**src/ddg_pkg.sv**
```systemverilog
// Shared constants and carrier types for the device disable and GPIO configuration block.
package ddg_pkg;

   // Byte address width of the register slave.
   localparam int          AVS_ADDR_W       = 10;

   // Register indices; the byte address is four times the index.
   localparam logic [7:0]  IDX_DEV_DISABLE  = 8'h22;
   localparam logic [7:0]  IDX_GPIO_CFG     = 8'h23;

   // Reset values, applied on standby power-on reset.
   localparam logic [7:0]  RST_DEV_DISABLE  = 8'h00;
   localparam logic [7:0]  RST_GPIO_CFG     = 8'h01;

   // Storable bits; reserved positions hold zero and read as zero.
   localparam logic [7:0]  MASK_DEV_DISABLE = 8'hE9;
   localparam logic [7:0]  MASK_GPIO_CFG    = 8'h87;

   // Lock pin configuration field value that arms the lock.
   localparam logic [1:0]  LOCK_FIELD_ARMED = 2'h1;

   typedef struct packed {
      logic       pp;
      logic       uart;
      logic       midi;
      logic       rsvd4;
      logic       fdc;
      logic [1:0] rsvd21;
      logic       wp;
   } ddg_dev_disable_t;

   typedef struct packed {
      logic       open_drain;
      logic [3:0] rsvd;
      logic       alt_joy;
      logic       invert;
      logic       dir_in;
   } ddg_gpio_cfg_t;

   typedef struct packed {
      logic                  read;
      logic                  write;
      logic [AVS_ADDR_W-1:0] address;
      logic [31:0]           writedata;
      logic [3:0]            byteenable;
   } ddg_avs_req_t;

endpackage

```
**src/ddg_top.sv**
```systemverilog
// Device disable and GPIO configuration registers behind an Avalon-MM slave.
//
// Behaviour
// [RL1] Disable bits override activate bits when set.
// [RL2] Register read-only when lock field 01, pin high.
// [RL3] Write-protect bit forces protection on.
// [RL4] Protect output is OR of four sources.
// [RL5] Bits two and one read zero.
// [RL6] Bit three disables the floppy controller.
// [RL7] Bit five disables the MIDI UART.
// [RL8] Bit six disables the serial UART.
// [RL9] Bit seven disables the parallel port.
// [RL10] GPIO bit zero: one input, zero output.
// [RL11] GPIO bit one inverts pin sense.
// [RL12] GPIO bit two routes pin to joystick.
// [RL13] GPIO bit seven selects open-drain drive.
// [RL14] Polarity applies to input and output.
// [RL15] Locked writes leave all bits unchanged.
//
// Added by the designer: the Avalon-MM slave port.
`timescale 1ns/1ps
`default_nettype none

module ddg_top (
   input  wire logic                 ref_clk,
   input  wire logic                 nrst,
   input  wire ddg_pkg::ddg_avs_req_t avs_req,
   output var  logic [31:0]          avs_readdata,
   output var  logic                 avs_waitrequest,
   input  wire logic [1:0]           lock_cfg,
   input  wire logic                 lock_control_pin,
   input  wire logic                 floppy_activate,
   input  wire logic                 midi_activate,
   input  wire logic                 uart_activate,
   input  wire logic                 parallel_port_activate,
   output var  logic                 floppy_enable,
   output var  logic                 midi_enable,
   output var  logic                 uart_enable,
   output var  logic                 parallel_port_enable,
   input  wire logic                 write_protect_n,
   input  wire logic                 drive_select0_n,
   input  wire logic                 drive_select1_n,
   input  wire logic                 force_write_protect,
   output var  logic                 write_protect_core_n,
   output var  logic                 floppy_status_a_wp,
   input  wire logic                 gpio_drive_val,
   output var  logic                 gpio_read_val,
   output var  logic                 joystick1_button1,
   input  wire logic                 gpio_pin_i,
   output var  logic                 gpio_pin_o,
   output var  logic                 gpio_pin_oe
);

   ////////////////////////////////////////////////////////////////////////////////
   // Bus decode.

   logic                      req_take;
   logic                      addr_word;
   logic [7:0]                addr_idx;
   logic                      hit_dd;
   logic                      hit_gc;
   logic                      locked;
   logic                      we_dd;
   logic                      we_gc;
   logic [7:0]                dd_raw;
   logic [7:0]                gc_raw;
   ddg_pkg::ddg_dev_disable_t dd_q;
   ddg_pkg::ddg_gpio_cfg_t    gc_q;
   logic [7:0]                rd_d;

   // A request is taken only in the cycle when waitrequest is still high, so a
   // request held across the answer edge is not taken twice.
   assign req_take  = (avs_req.read || avs_req.write) && avs_waitrequest;
   assign addr_word = (avs_req.address[1:0] == 2'h0);
   assign addr_idx  = avs_req.address[9:2];
   assign hit_dd    = addr_word && (addr_idx == ddg_pkg::IDX_DEV_DISABLE);
   assign hit_gc    = addr_word && (addr_idx == ddg_pkg::IDX_GPIO_CFG);

   // [RL2] lock condition decode
   assign locked = (lock_cfg == ddg_pkg::LOCK_FIELD_ARMED) && lock_control_pin;

   // [RL15] locked write dropped
   assign we_dd = req_take && avs_req.write && avs_req.byteenable[0] && hit_dd && !locked;
   assign we_gc = req_take && avs_req.write && avs_req.byteenable[0] && hit_gc;

   ////////////////////////////////////////////////////////////////////////////////
   // Registers.

   // [RL5] reserved bits held zero
   ddg_reg8 #(
      .RESET_VAL (ddg_pkg::RST_DEV_DISABLE),
      .WMASK     (ddg_pkg::MASK_DEV_DISABLE)
   ) u_dev_disable (
      .ref_clk (ref_clk),
      .nrst    (nrst),
      .we      (we_dd),
      .wdata   (avs_req.writedata[7:0]),
      .q       (dd_raw)
   );

   // [RL13] reserved GPIO bits
   ddg_reg8 #(
      .RESET_VAL (ddg_pkg::RST_GPIO_CFG),
      .WMASK     (ddg_pkg::MASK_GPIO_CFG)
   ) u_gpio_cfg (
      .ref_clk (ref_clk),
      .nrst    (nrst),
      .we      (we_gc),
      .wdata   (avs_req.writedata[7:0]),
      .q       (gc_raw)
   );

   assign dd_q = ddg_pkg::ddg_dev_disable_t'(dd_raw);
   assign gc_q = ddg_pkg::ddg_gpio_cfg_t'(gc_raw);

   ////////////////////////////////////////////////////////////////////////////////
   // Read path and waitrequest.

   always_comb
   begin
      rd_d = 8'h00;
      if (hit_dd)
      begin
         rd_d = dd_raw;
      end
      else if (hit_gc)
      begin
         rd_d = gc_raw;
      end
   end

   always_ff @(posedge ref_clk or negedge nrst)
   begin
      if (!nrst)
      begin
         avs_waitrequest <= 1'b1;
         avs_readdata    <= 32'h0000_0000;
      end
      else if (req_take)
      begin
         // Unmapped addresses answer with zero and ignore writes.
         avs_waitrequest <= 1'b0;
         avs_readdata    <= avs_req.read ? {24'h00_0000, rd_d} : 32'h0000_0000;
      end
      else
      begin
         avs_waitrequest <= 1'b1;
      end
   end

   ////////////////////////////////////////////////////////////////////////////////
   // Logical device enables.

   always_ff @(posedge ref_clk or negedge nrst)
   begin
      if (!nrst)
      begin
         floppy_enable        <= 1'b0;
         midi_enable          <= 1'b0;
         uart_enable          <= 1'b0;
         parallel_port_enable <= 1'b0;
      end
      else
      begin
         // [RL1] [RL6] floppy override
         floppy_enable        <= floppy_activate && !dd_q.fdc;
         // [RL7] MIDI override
         midi_enable          <= midi_activate && !dd_q.midi;
         // [RL8] serial override
         uart_enable          <= uart_activate && !dd_q.uart;
         // [RL9] parallel override
         parallel_port_enable <= parallel_port_activate && !dd_q.pp;
      end
   end

   ////////////////////////////////////////////////////////////////////////////////
   // Floppy write protect.

   logic wp_d;

   // [RL3] [RL4] protect OR sources
   assign wp_d = dd_q.wp || write_protect_n
                 || (drive_select0_n && force_write_protect)
                 || (drive_select1_n && force_write_protect);

   always_ff @(posedge ref_clk or negedge nrst)
   begin
      if (!nrst)
      begin
         write_protect_core_n <= 1'b0;
         floppy_status_a_wp   <= 1'b0;
      end
      else
      begin
         write_protect_core_n <= wp_d;
         floppy_status_a_wp   <= wp_d;
      end
   end

   ////////////////////////////////////////////////////////////////////////////////
   // GPIO pin.

   ddg_gpio_cell u_gpio (
      .ref_clk   (ref_clk),
      .nrst      (nrst),
      .cfg       (gc_q),
      .drive_val (gpio_drive_val),
      .pin_i     (gpio_pin_i),
      .pin_o     (gpio_pin_o),
      .pin_oe    (gpio_pin_oe),
      .read_val  (gpio_read_val),
      .joy_btn   (joystick1_button1)
   );
endmodule

`default_nettype wire

```
**src/ddg_reg8.sv**
```systemverilog
// Eight-bit software register whose reserved bits are held at zero.
`timescale 1ns/1ps
`default_nettype none

module ddg_reg8 #(
   parameter logic [7:0] RESET_VAL = 8'h00,
   parameter logic [7:0] WMASK     = 8'hFF
) (
   input  wire logic       ref_clk,
   input  wire logic       nrst,
   input  wire logic       we,
   input  wire logic [7:0] wdata,
   output var  logic [7:0] q
);

   // A register with no storable bit, or a reset value in reserved bits, cannot serve.
   if ((WMASK == 8'h00) || ((RESET_VAL & ~WMASK) != 8'h00))
   begin : g_bad_param
      $error("ddg_reg8: mask or reset value unusable");
   end

   always_ff @(posedge ref_clk or negedge nrst)
   begin
      if (!nrst)
      begin
         q <= RESET_VAL;
      end
      else if (we)
      begin
         q <= wdata & WMASK;
      end
   end

endmodule

`default_nettype wire

```
**src/ddg_gpio_cell.sv**
```systemverilog
// One general-purpose pin with direction, polarity, alternate joystick input and driver type.
`timescale 1ns/1ps
`default_nettype none

module ddg_gpio_cell (
   input  wire logic               ref_clk,
   input  wire logic               nrst,
   input  wire ddg_pkg::ddg_gpio_cfg_t cfg,
   input  wire logic               drive_val,
   input  wire logic               pin_i,
   output var  logic               pin_o,
   output var  logic               pin_oe,
   output var  logic               read_val,
   output var  logic               joy_btn
);

   logic out_lvl;

   // [RL14] polarity on output
   assign out_lvl = drive_val ^ cfg.invert;

   always_ff @(posedge ref_clk or negedge nrst)
   begin
      if (!nrst)
      begin
         pin_o  <= 1'b0;
         pin_oe <= 1'b0;
      end
      // [RL12] joystick releases pin
      else if (cfg.alt_joy || cfg.dir_in)
      begin
         // [RL10] input means undriven
         pin_o  <= 1'b0;
         pin_oe <= 1'b0;
      end
      // [RL13] open-drain driver type
      else if (cfg.open_drain)
      begin
         pin_o  <= 1'b0;
         pin_oe <= ~out_lvl;
      end
      else
      begin
         pin_o  <= out_lvl;
         pin_oe <= 1'b1;
      end
   end

   always_ff @(posedge ref_clk or negedge nrst)
   begin
      if (!nrst)
      begin
         read_val <= 1'b0;
         joy_btn  <= 1'b0;
      end
      else
      begin
         // [RL11] [RL14] polarity on input
         read_val <= cfg.alt_joy ? 1'b0 : (pin_i ^ cfg.invert);
         // [RL12] joystick button routing
         joy_btn  <= cfg.alt_joy ? pin_i : 1'b0;
      end
   end

endmodule

`default_nettype wire

```
**config.mk**
```make
export PLATFORM = sky130hd
export DESIGN_NAME = ddg_top
export DESIGN_NICKNAME = d
export VERILOG_FILES = /design/src/ddg_pkg.sv /design/src/ddg_top.sv /design/src/ddg_reg8.sv /design/src/ddg_gpio_cell.sv
export SDC_FILE = /design/constraint.sdc
export NUM_CORES = 1
export LEC_CHECK = 0
export BUFFER_PORTS_ARGS = -buffer_cell sky130_fd_sc_hd__buf_2
export CAP_MARGIN = 30
export CORE_UTILIZATION = 30
export DETAILED_ROUTE_END_ITERATION = 6
export GPL_ROUTABILITY_DRIVEN = 1
export PLACE_DENSITY_LB_ADDON = 0.05
export SETUP_SLACK_MARGIN = 0.05
export SLEW_MARGIN = 10
export SYNTH_ARGS = -nofsm -noshare
export SYNTH_HDL_FRONTEND = slang
export SYNTH_SLANG_ARGS = --single-unit
```
**constraint.sdc**
```tcl
create_clock -name ref_clk -period 2.95 [get_ports ref_clk]
set_input_delay 0.295 -clock ref_clk [delete_from_list [all_inputs] [get_ports ref_clk]]
set_output_delay 0.295 -clock ref_clk [all_outputs]
set_load 0.01 [all_outputs]
```
==> metrics.yaml, run 1 <==
status: "finished, final reports clean"
grt_pass1_wl_mm: 3.60
place_congestion: 0.700
synth.most_common_cell: "buf_4"
max-slew-margin-rel_pct: 59.3
drive_gt1_share_pct: 46.1
reg2reg_slack_ns: 1.35
synthXorXnorAreaFrac_pct: 1.40
ys_seq_area_share_pct: 52.2
p_sw_share_pct: 24.1
synth_area_leader_cell: "dfrtp_1"
dp_hpwl_mm: 1.82
ff2ff_path_depth: 4
post-place-cells: 201
ant_nets: 0
cts_resized: 0
power.leakage_nw: 0.802
r2r_start: "avs_waitrequest"
max_freq_mhz: 626
routedWlPerCell_um: 11.1
tritoncts.num_buffers: 3
synth_compound_area_share_pct: 5.60
setup_slack_ns: 1.35
path_clk_slew_ns: 0.09
yosysTopAreaCellShare_pct: 48.0
vias: 842
yosys-top-cells-area: "dfrtp_1 48%, buf_4 16%, mux2_2 8.1%"
cts_tree: "built"
path_buf_inv: 0
drt_iter0_drc: 17
fin_crit_ns: 1.60
synth_common_cells: "26 x buf_4, 24 x dfrtp_1, 9 x mux2_2, 7 x nand2_1"
final_area_sq_mm: 0.00151
hold_path.class: "in -> async"
post-route-drc-count: 0
synth_top_family_by_area: "buffers and inverters"
postPlaceCellArea_sq_mm: 0.00147
cts_sinks: 26
holdBufCountCts: 0
post-route-util_pct: 37.7
areaGrowthSynthToFinish_pct: 20.4
netlist_instances: 102
clockBufferDepth: 2
finalHoldViolations: 0
crit_required_ns: 3.10
final_cells: 204
synthArstFlopShare_pct: 100
rows: 23
die_h_um: 66.6
antenna_cells: 0
fin_skew_ns: 0.00645
grt_pass1_vias: 847
internal-power_mw: 0.484
io_buffers: 52
die_x_um: 66.6
synth_area_sq_mm: 0.00125
cp_slowest_cell: "dfstp_2"
power_density_mw_per_mm2: 424
synth_warnings: 0
setup_viol: 0
critPathLaunchType: "flop"
dpl_worst_slack_ns: 1.34
antenna_found_initial: 0
syn_area_per_cell_sq_um: 12.3
crit_type: "reg -> reg"
combPwrFrac_pct: 11.8
clk_latency_ns: 0.26
synth_cell_types: 26
worst_ep_arrival_time_ns: 1.75
switchingPower_mw: 0.154
post-cts-setup-buffers: 0
path_max_fanout: 5
endpoint_kind: "flop"
path_cells: "and4bb_2, and3_4, nand4_4, mux2_2"
grtUsageTotal_pct: 10.8
grt_max_degree: 27
tightest_slew_ns: 0.606
post-route-period-util_pct: 54.2
max_cap_violations: 0
initial_core_util_pct: 31.3
dr.pass1.iters: 3
power_frac_seq_pct: 57.6
muxShareOfSynthArea_pct: 9.70
r2r-end: "u_dev_disable.q[5]"
fin_setup_tns_ns: 0
io_pins: 106
cpLargestDelayFamily: "simple AND/OR/NAND/NOR gates"
die_area_sq_mm: 0.00443
p_clk_share_pct: 30.5
rsz0062_at_grt: "false"
synth_flop_cell: "dfrtp_1"
vias_per_cell: 4.13
drv_slew: 0
synth_edf_count: 0
core_sq_mm: 0.00400
finalNetCount: 219
cts_root_buf: "clkbuf_8"
ys_seq_elements: 26
h-tree-depth: 1
routed_wl_mm: 2.27
grt_overflow_total: 0
yosys.area_share.adder_pct: 0
yosys.area_share.simple_pct: 14.6
critPathMaxStageDelay_ns: 0.55
ir_drop_mv: 0.161
## logic make-up (layout without fill, tap and decap cells)
group | after synthesis | in the layout
compound gates | 11 | 11
xor+xnor | 2 | 2
simple gates | 23 | 23
flops | 26 | 26
mux | 11 | 11
other cells | 1 | 25
buf+inv | 28 | 56
## metal layers
layer / track usage [%] / vias to the layer above / share of wire, %
li1: - / 402 / -
met1: 13.3 / 393 / 42
met5: 0 / - / 0
met3: 1.03 / 2 / 6.0
met4: 4.79 / 0 / 1.3
met2: 18.9 / 45 / 51
## sequential cells by signal (all words and copies together), names as in the netlist
register              count
floppy_status_a_wp        1
avs_waitrequest           1
u_gpio.pin_o              1
u_gpio.joy_btn            1
u_gpio.pin_oe             1
u_gpio_cfg.q              4
avs_readdata              7
u_gpio.read_val           1
midi_enable               1
uart_enable               1
parallel_port_enable      1
floppy_enable             1
u_dev_disable.q           5
## per-stage QoR
| stage | power [mW] | hold slack, ns |
|---|---|---|
| floorplan | 0.434 | -0.000591 |
| global placement | 0.450 | 0.332 |
| detailed placement | 0.451 | 0.337 |
| CTS | 0.647 | 0.0475 |
| global route | 0.670 | 0.0594 |
| finish | 0.638 | 0.0249 |
## how the worst max path moves through the flow
stage,from,endpoint,slack [ns],depth (start not counted)
global route,avs_waitrequest,u_dev_disable.q[7],1.29,4
finish,avs_waitrequest,u_dev_disable.q[5],1.35,4
CTS,avs_waitrequest,u_dev_disable.q[7],1.33,4
global placement,avs_waitrequest,u_dev_disable.q[5],1.36,4
detailed placement,avs_waitrequest,u_dev_disable.q[7],1.34,4
floorplan,avs_waitrequest,u_gpio_cfg.q[1],1.43,4
## power groups by stage
stage,logic [mW],clock network (mW),registers (mW)
after CTS,0.0763,0.202,0.368
after global placement,0.0753,0,0.375
after floorplan,0.0550,0,0.379
after global routing,0.0853,0.215,0.369
after detailed placement,0.0764,0,0.375
final,0.0754,0.195,0.368
## cells in the final DEF, fill, tap and decap left out, drive strengths merged
cell type / Yosys / routed
a211oi: 1 / 1
a22o: 3 / 3
a31oi: 1 / 1
and2: 1 / 1
and3: 1 / 1
and3b: 1 / 1
and4bb: 1 / 1
buf: 26 / 52
clkbuf: 1 / 3
conb: 1 / 25
dfrtp: 24 / 24
dfstp: 2 / 2
inv: 1 / 1
mux2: 9 / 9
mux2i: 2 / 2
nand2: 7 / 7
nand4: 3 / 3
nor2: 2 / 2
nor2b: 5 / 5
nor4: 1 / 1
nor4b: 1 / 1
o21ai: 6 / 6
xnor2: 1 / 1
xor2: 1 / 1
## final cells by class
| class | instances | area, sq um |
|---|---|---|
| fillers | 418 | 2490 |
| flip-flops and latches | 26 | 653 |
| well taps | 50 | 62.6 |
| clock buffers | 3 | 41.3 |
| multi-input cells | 72 | 485 |
| repair buffers | 52 | 260 |
| inverters | 1 | 3.75 |
Power figures use the tool's default switching activity.
==> run 2: changes to the inputs <==
- clock period: 2.95 -> 1.6 ns (I/O delays scaled with it)
==> metrics.yaml, run 2 (synthesized netlist as in run 1, its figures left out) <==
status: "finished, final reports clean"
tightest_slew_ns: 0.615
areaGrowthSynthToFinish_pct: 22.9
hold_path.class: "in -> reg"
grt_overflow_total: 0
critPathLaunchType: "flop"
largest_reg_flops: 7
drt_iter0_drc: 26
dpl_worst_slack_ns: 0.0121
crit_required_ns: 1.76
io_buffers: 52
setup_slack_ns: 0.0318
antenna_cells: 0
fin_crit_ns: 1.57
dp_hpwl_mm: 1.84
cts_tree: "built"
drv_slew: 0
cts_root_buf: "clkbuf_8"
grtUsageTotal_pct: 10.8
finalHoldViolations: 0
die_area_sq_mm: 0.00443
max_freq_mhz: 638
postPlaceCellArea_sq_mm: 0.00147
finalPower_mw: 1.25
tritoncts.num_buffers: 3
dr.pass1.iters: 4
routed_wl_mm: 2.29
cpLargestDelayFamily: "simple AND/OR/NAND/NOR gates"
drive_gt1_share_pct: 46.5
antenna_found_initial: 0
grt_pass1_vias: 761
grt_max_degree: 27
rows: 23
startpoint: "avs_waitrequest"
die_h_um: 66.6
path_max_fanout: 5
min_from: "write_protect_n"
routedWlPerCell_um: 11.1
vias_per_cell: 4.16
post-place-cells: 202
layout_common_cells: "52 x buf_2, 25 x conb_1, 24 x dfrtp_1"
crit_type: "reg -> reg"
finalNetCount: 221
max-slew-margin-rel_pct: 58.7
path_clk_slew_ns: 0.09
r2r_start: "avs_waitrequest"
core_sq_mm: 0.00400
final_common_cell: "buf_2"
path_cells: "and4bb_2, and3_4, nand4_4, mux2_2"
ir_drop_mv: 0.251
die_x_um: 66.6
cp_slowest_cell: "dfstp_2"
setup_viol: 0
register_area_sq_um: 653
path_buf_inv: 0
ant_nets: 0
final_area_sq_mm: 0.00154
clockBufferDepth: 2
fin_skew_ns: 0.00578
power.leakage_nw: 0.818
multi_input_area_sq_um: 485
post-route-drc-count: 0
io_pins: 106
regMostFlops: "avs_readdata"
critPathMaxStageDelay_ns: 0.54
vias: 861
worst_ep_arrival_time_ns: 1.72
cts_sinks: 26
grt_pass1_wl_mm: 3.52
fill_cells: 406
endpoint_kind: "flop"
post-route-period-util_pct: 98.0
clk_latency_ns: 0.27
h-tree-depth: 1
max_cap_violations: 0
top_regs: "avs_readdata x7, u_dev_disable.q x5, u_gpio_cfg.q x4"
final_cells: 207
initial_core_util_pct: 31.3
rsz0062_at_grt: "true"
power_density_mw_per_mm2: 813
place_congestion: 0.701
## run 2: cell count changes in the layout (fill, tap and decap cells not counted), sizes merged
cell / delta
clkbuf: +1
dlygate4sd3: +1
buf: +1
## run 2: what timing repair did
action | CTS | global route
hold endpoints to repair | 24 | 0
pin swaps | 1 | 0
endpoints found under the setup margin | 8 | 9
setup buffers | 0 | 0
hold buffers | 1 | 0
cloned | 0 | 0
resized for setup | 0 | 0
## run 2: worst paths after layout
kind                                      end  slack (ns)  cells past startpoint
max in group asynchronous        u_gpio.pin_o        0.79                      2
min reg2reg                       uart_enable        0.45                      1
min in group asynchronous       floppy_enable        0.42                      2
max reg2reg                u_dev_disable.q[7]        0.03                      4
max                        u_dev_disable.q[7]        0.03                      4
min                        floppy_status_a_wp        0.08                      3
## run 2: layout make-up
class / instances / share of cell area [%]
Sequential cell: 26 / 42.5
Tap cell: 50 / 4.07
Timing Repair Buffer: 54 / 18.1
Inverter: 1 / 0.244
Clock buffer: 4 / 3.58
Multi-Input combinational cell: 72 / 31.6
## run 2: layer usage
| layer | vias up | part of all wire (%) | global-route usage, % |
|---|---|---|---|
| met2 | 45 | 50 | 17.2 |
| met3 | 2 | 5.9 | 1.20 |
| li1 | 408 | - | - |
| met1 | 406 | 43 | 14.3 |
| met4 | 0 | 1.4 | 5.59 |
| met5 | - | 0 | 0 |
## run 2: power breakdown
| part | switching (mW) | total (mW) | internal (mW) |
|---|---|---|---|
| Combinational | 0.0889 | 0.146 | 0.0568 |
| Clock | 0.207 | 0.427 | 0.220 |
| Sequential | 0.00486 | 0.677 | 0.673 |
| Total | 0.301 | 1.25 | 0.949 |
## run 2: metrics by stage
stage / utilization, % / TNS [ns] / hold WS, ns
after detailed placement: 36.8 / 0 / 0.208
after CTS: 38.4 / 0 / 0.0699
final: 38.4 / 0 / 0.0751
after global placement: 36.8 / 0 / 0.198
after floorplan: - / 0 / -0.136
after global routing: 38.4 / -0.0809 / 0.0953
## run 2: worst reg2reg max path, cell delays in order (launching register included)
cell	delay, ns
dfstp_2	0.54
and4bb_2	0.24
and3_4	0.23
nand4_4	0.14
mux2_2	0.31
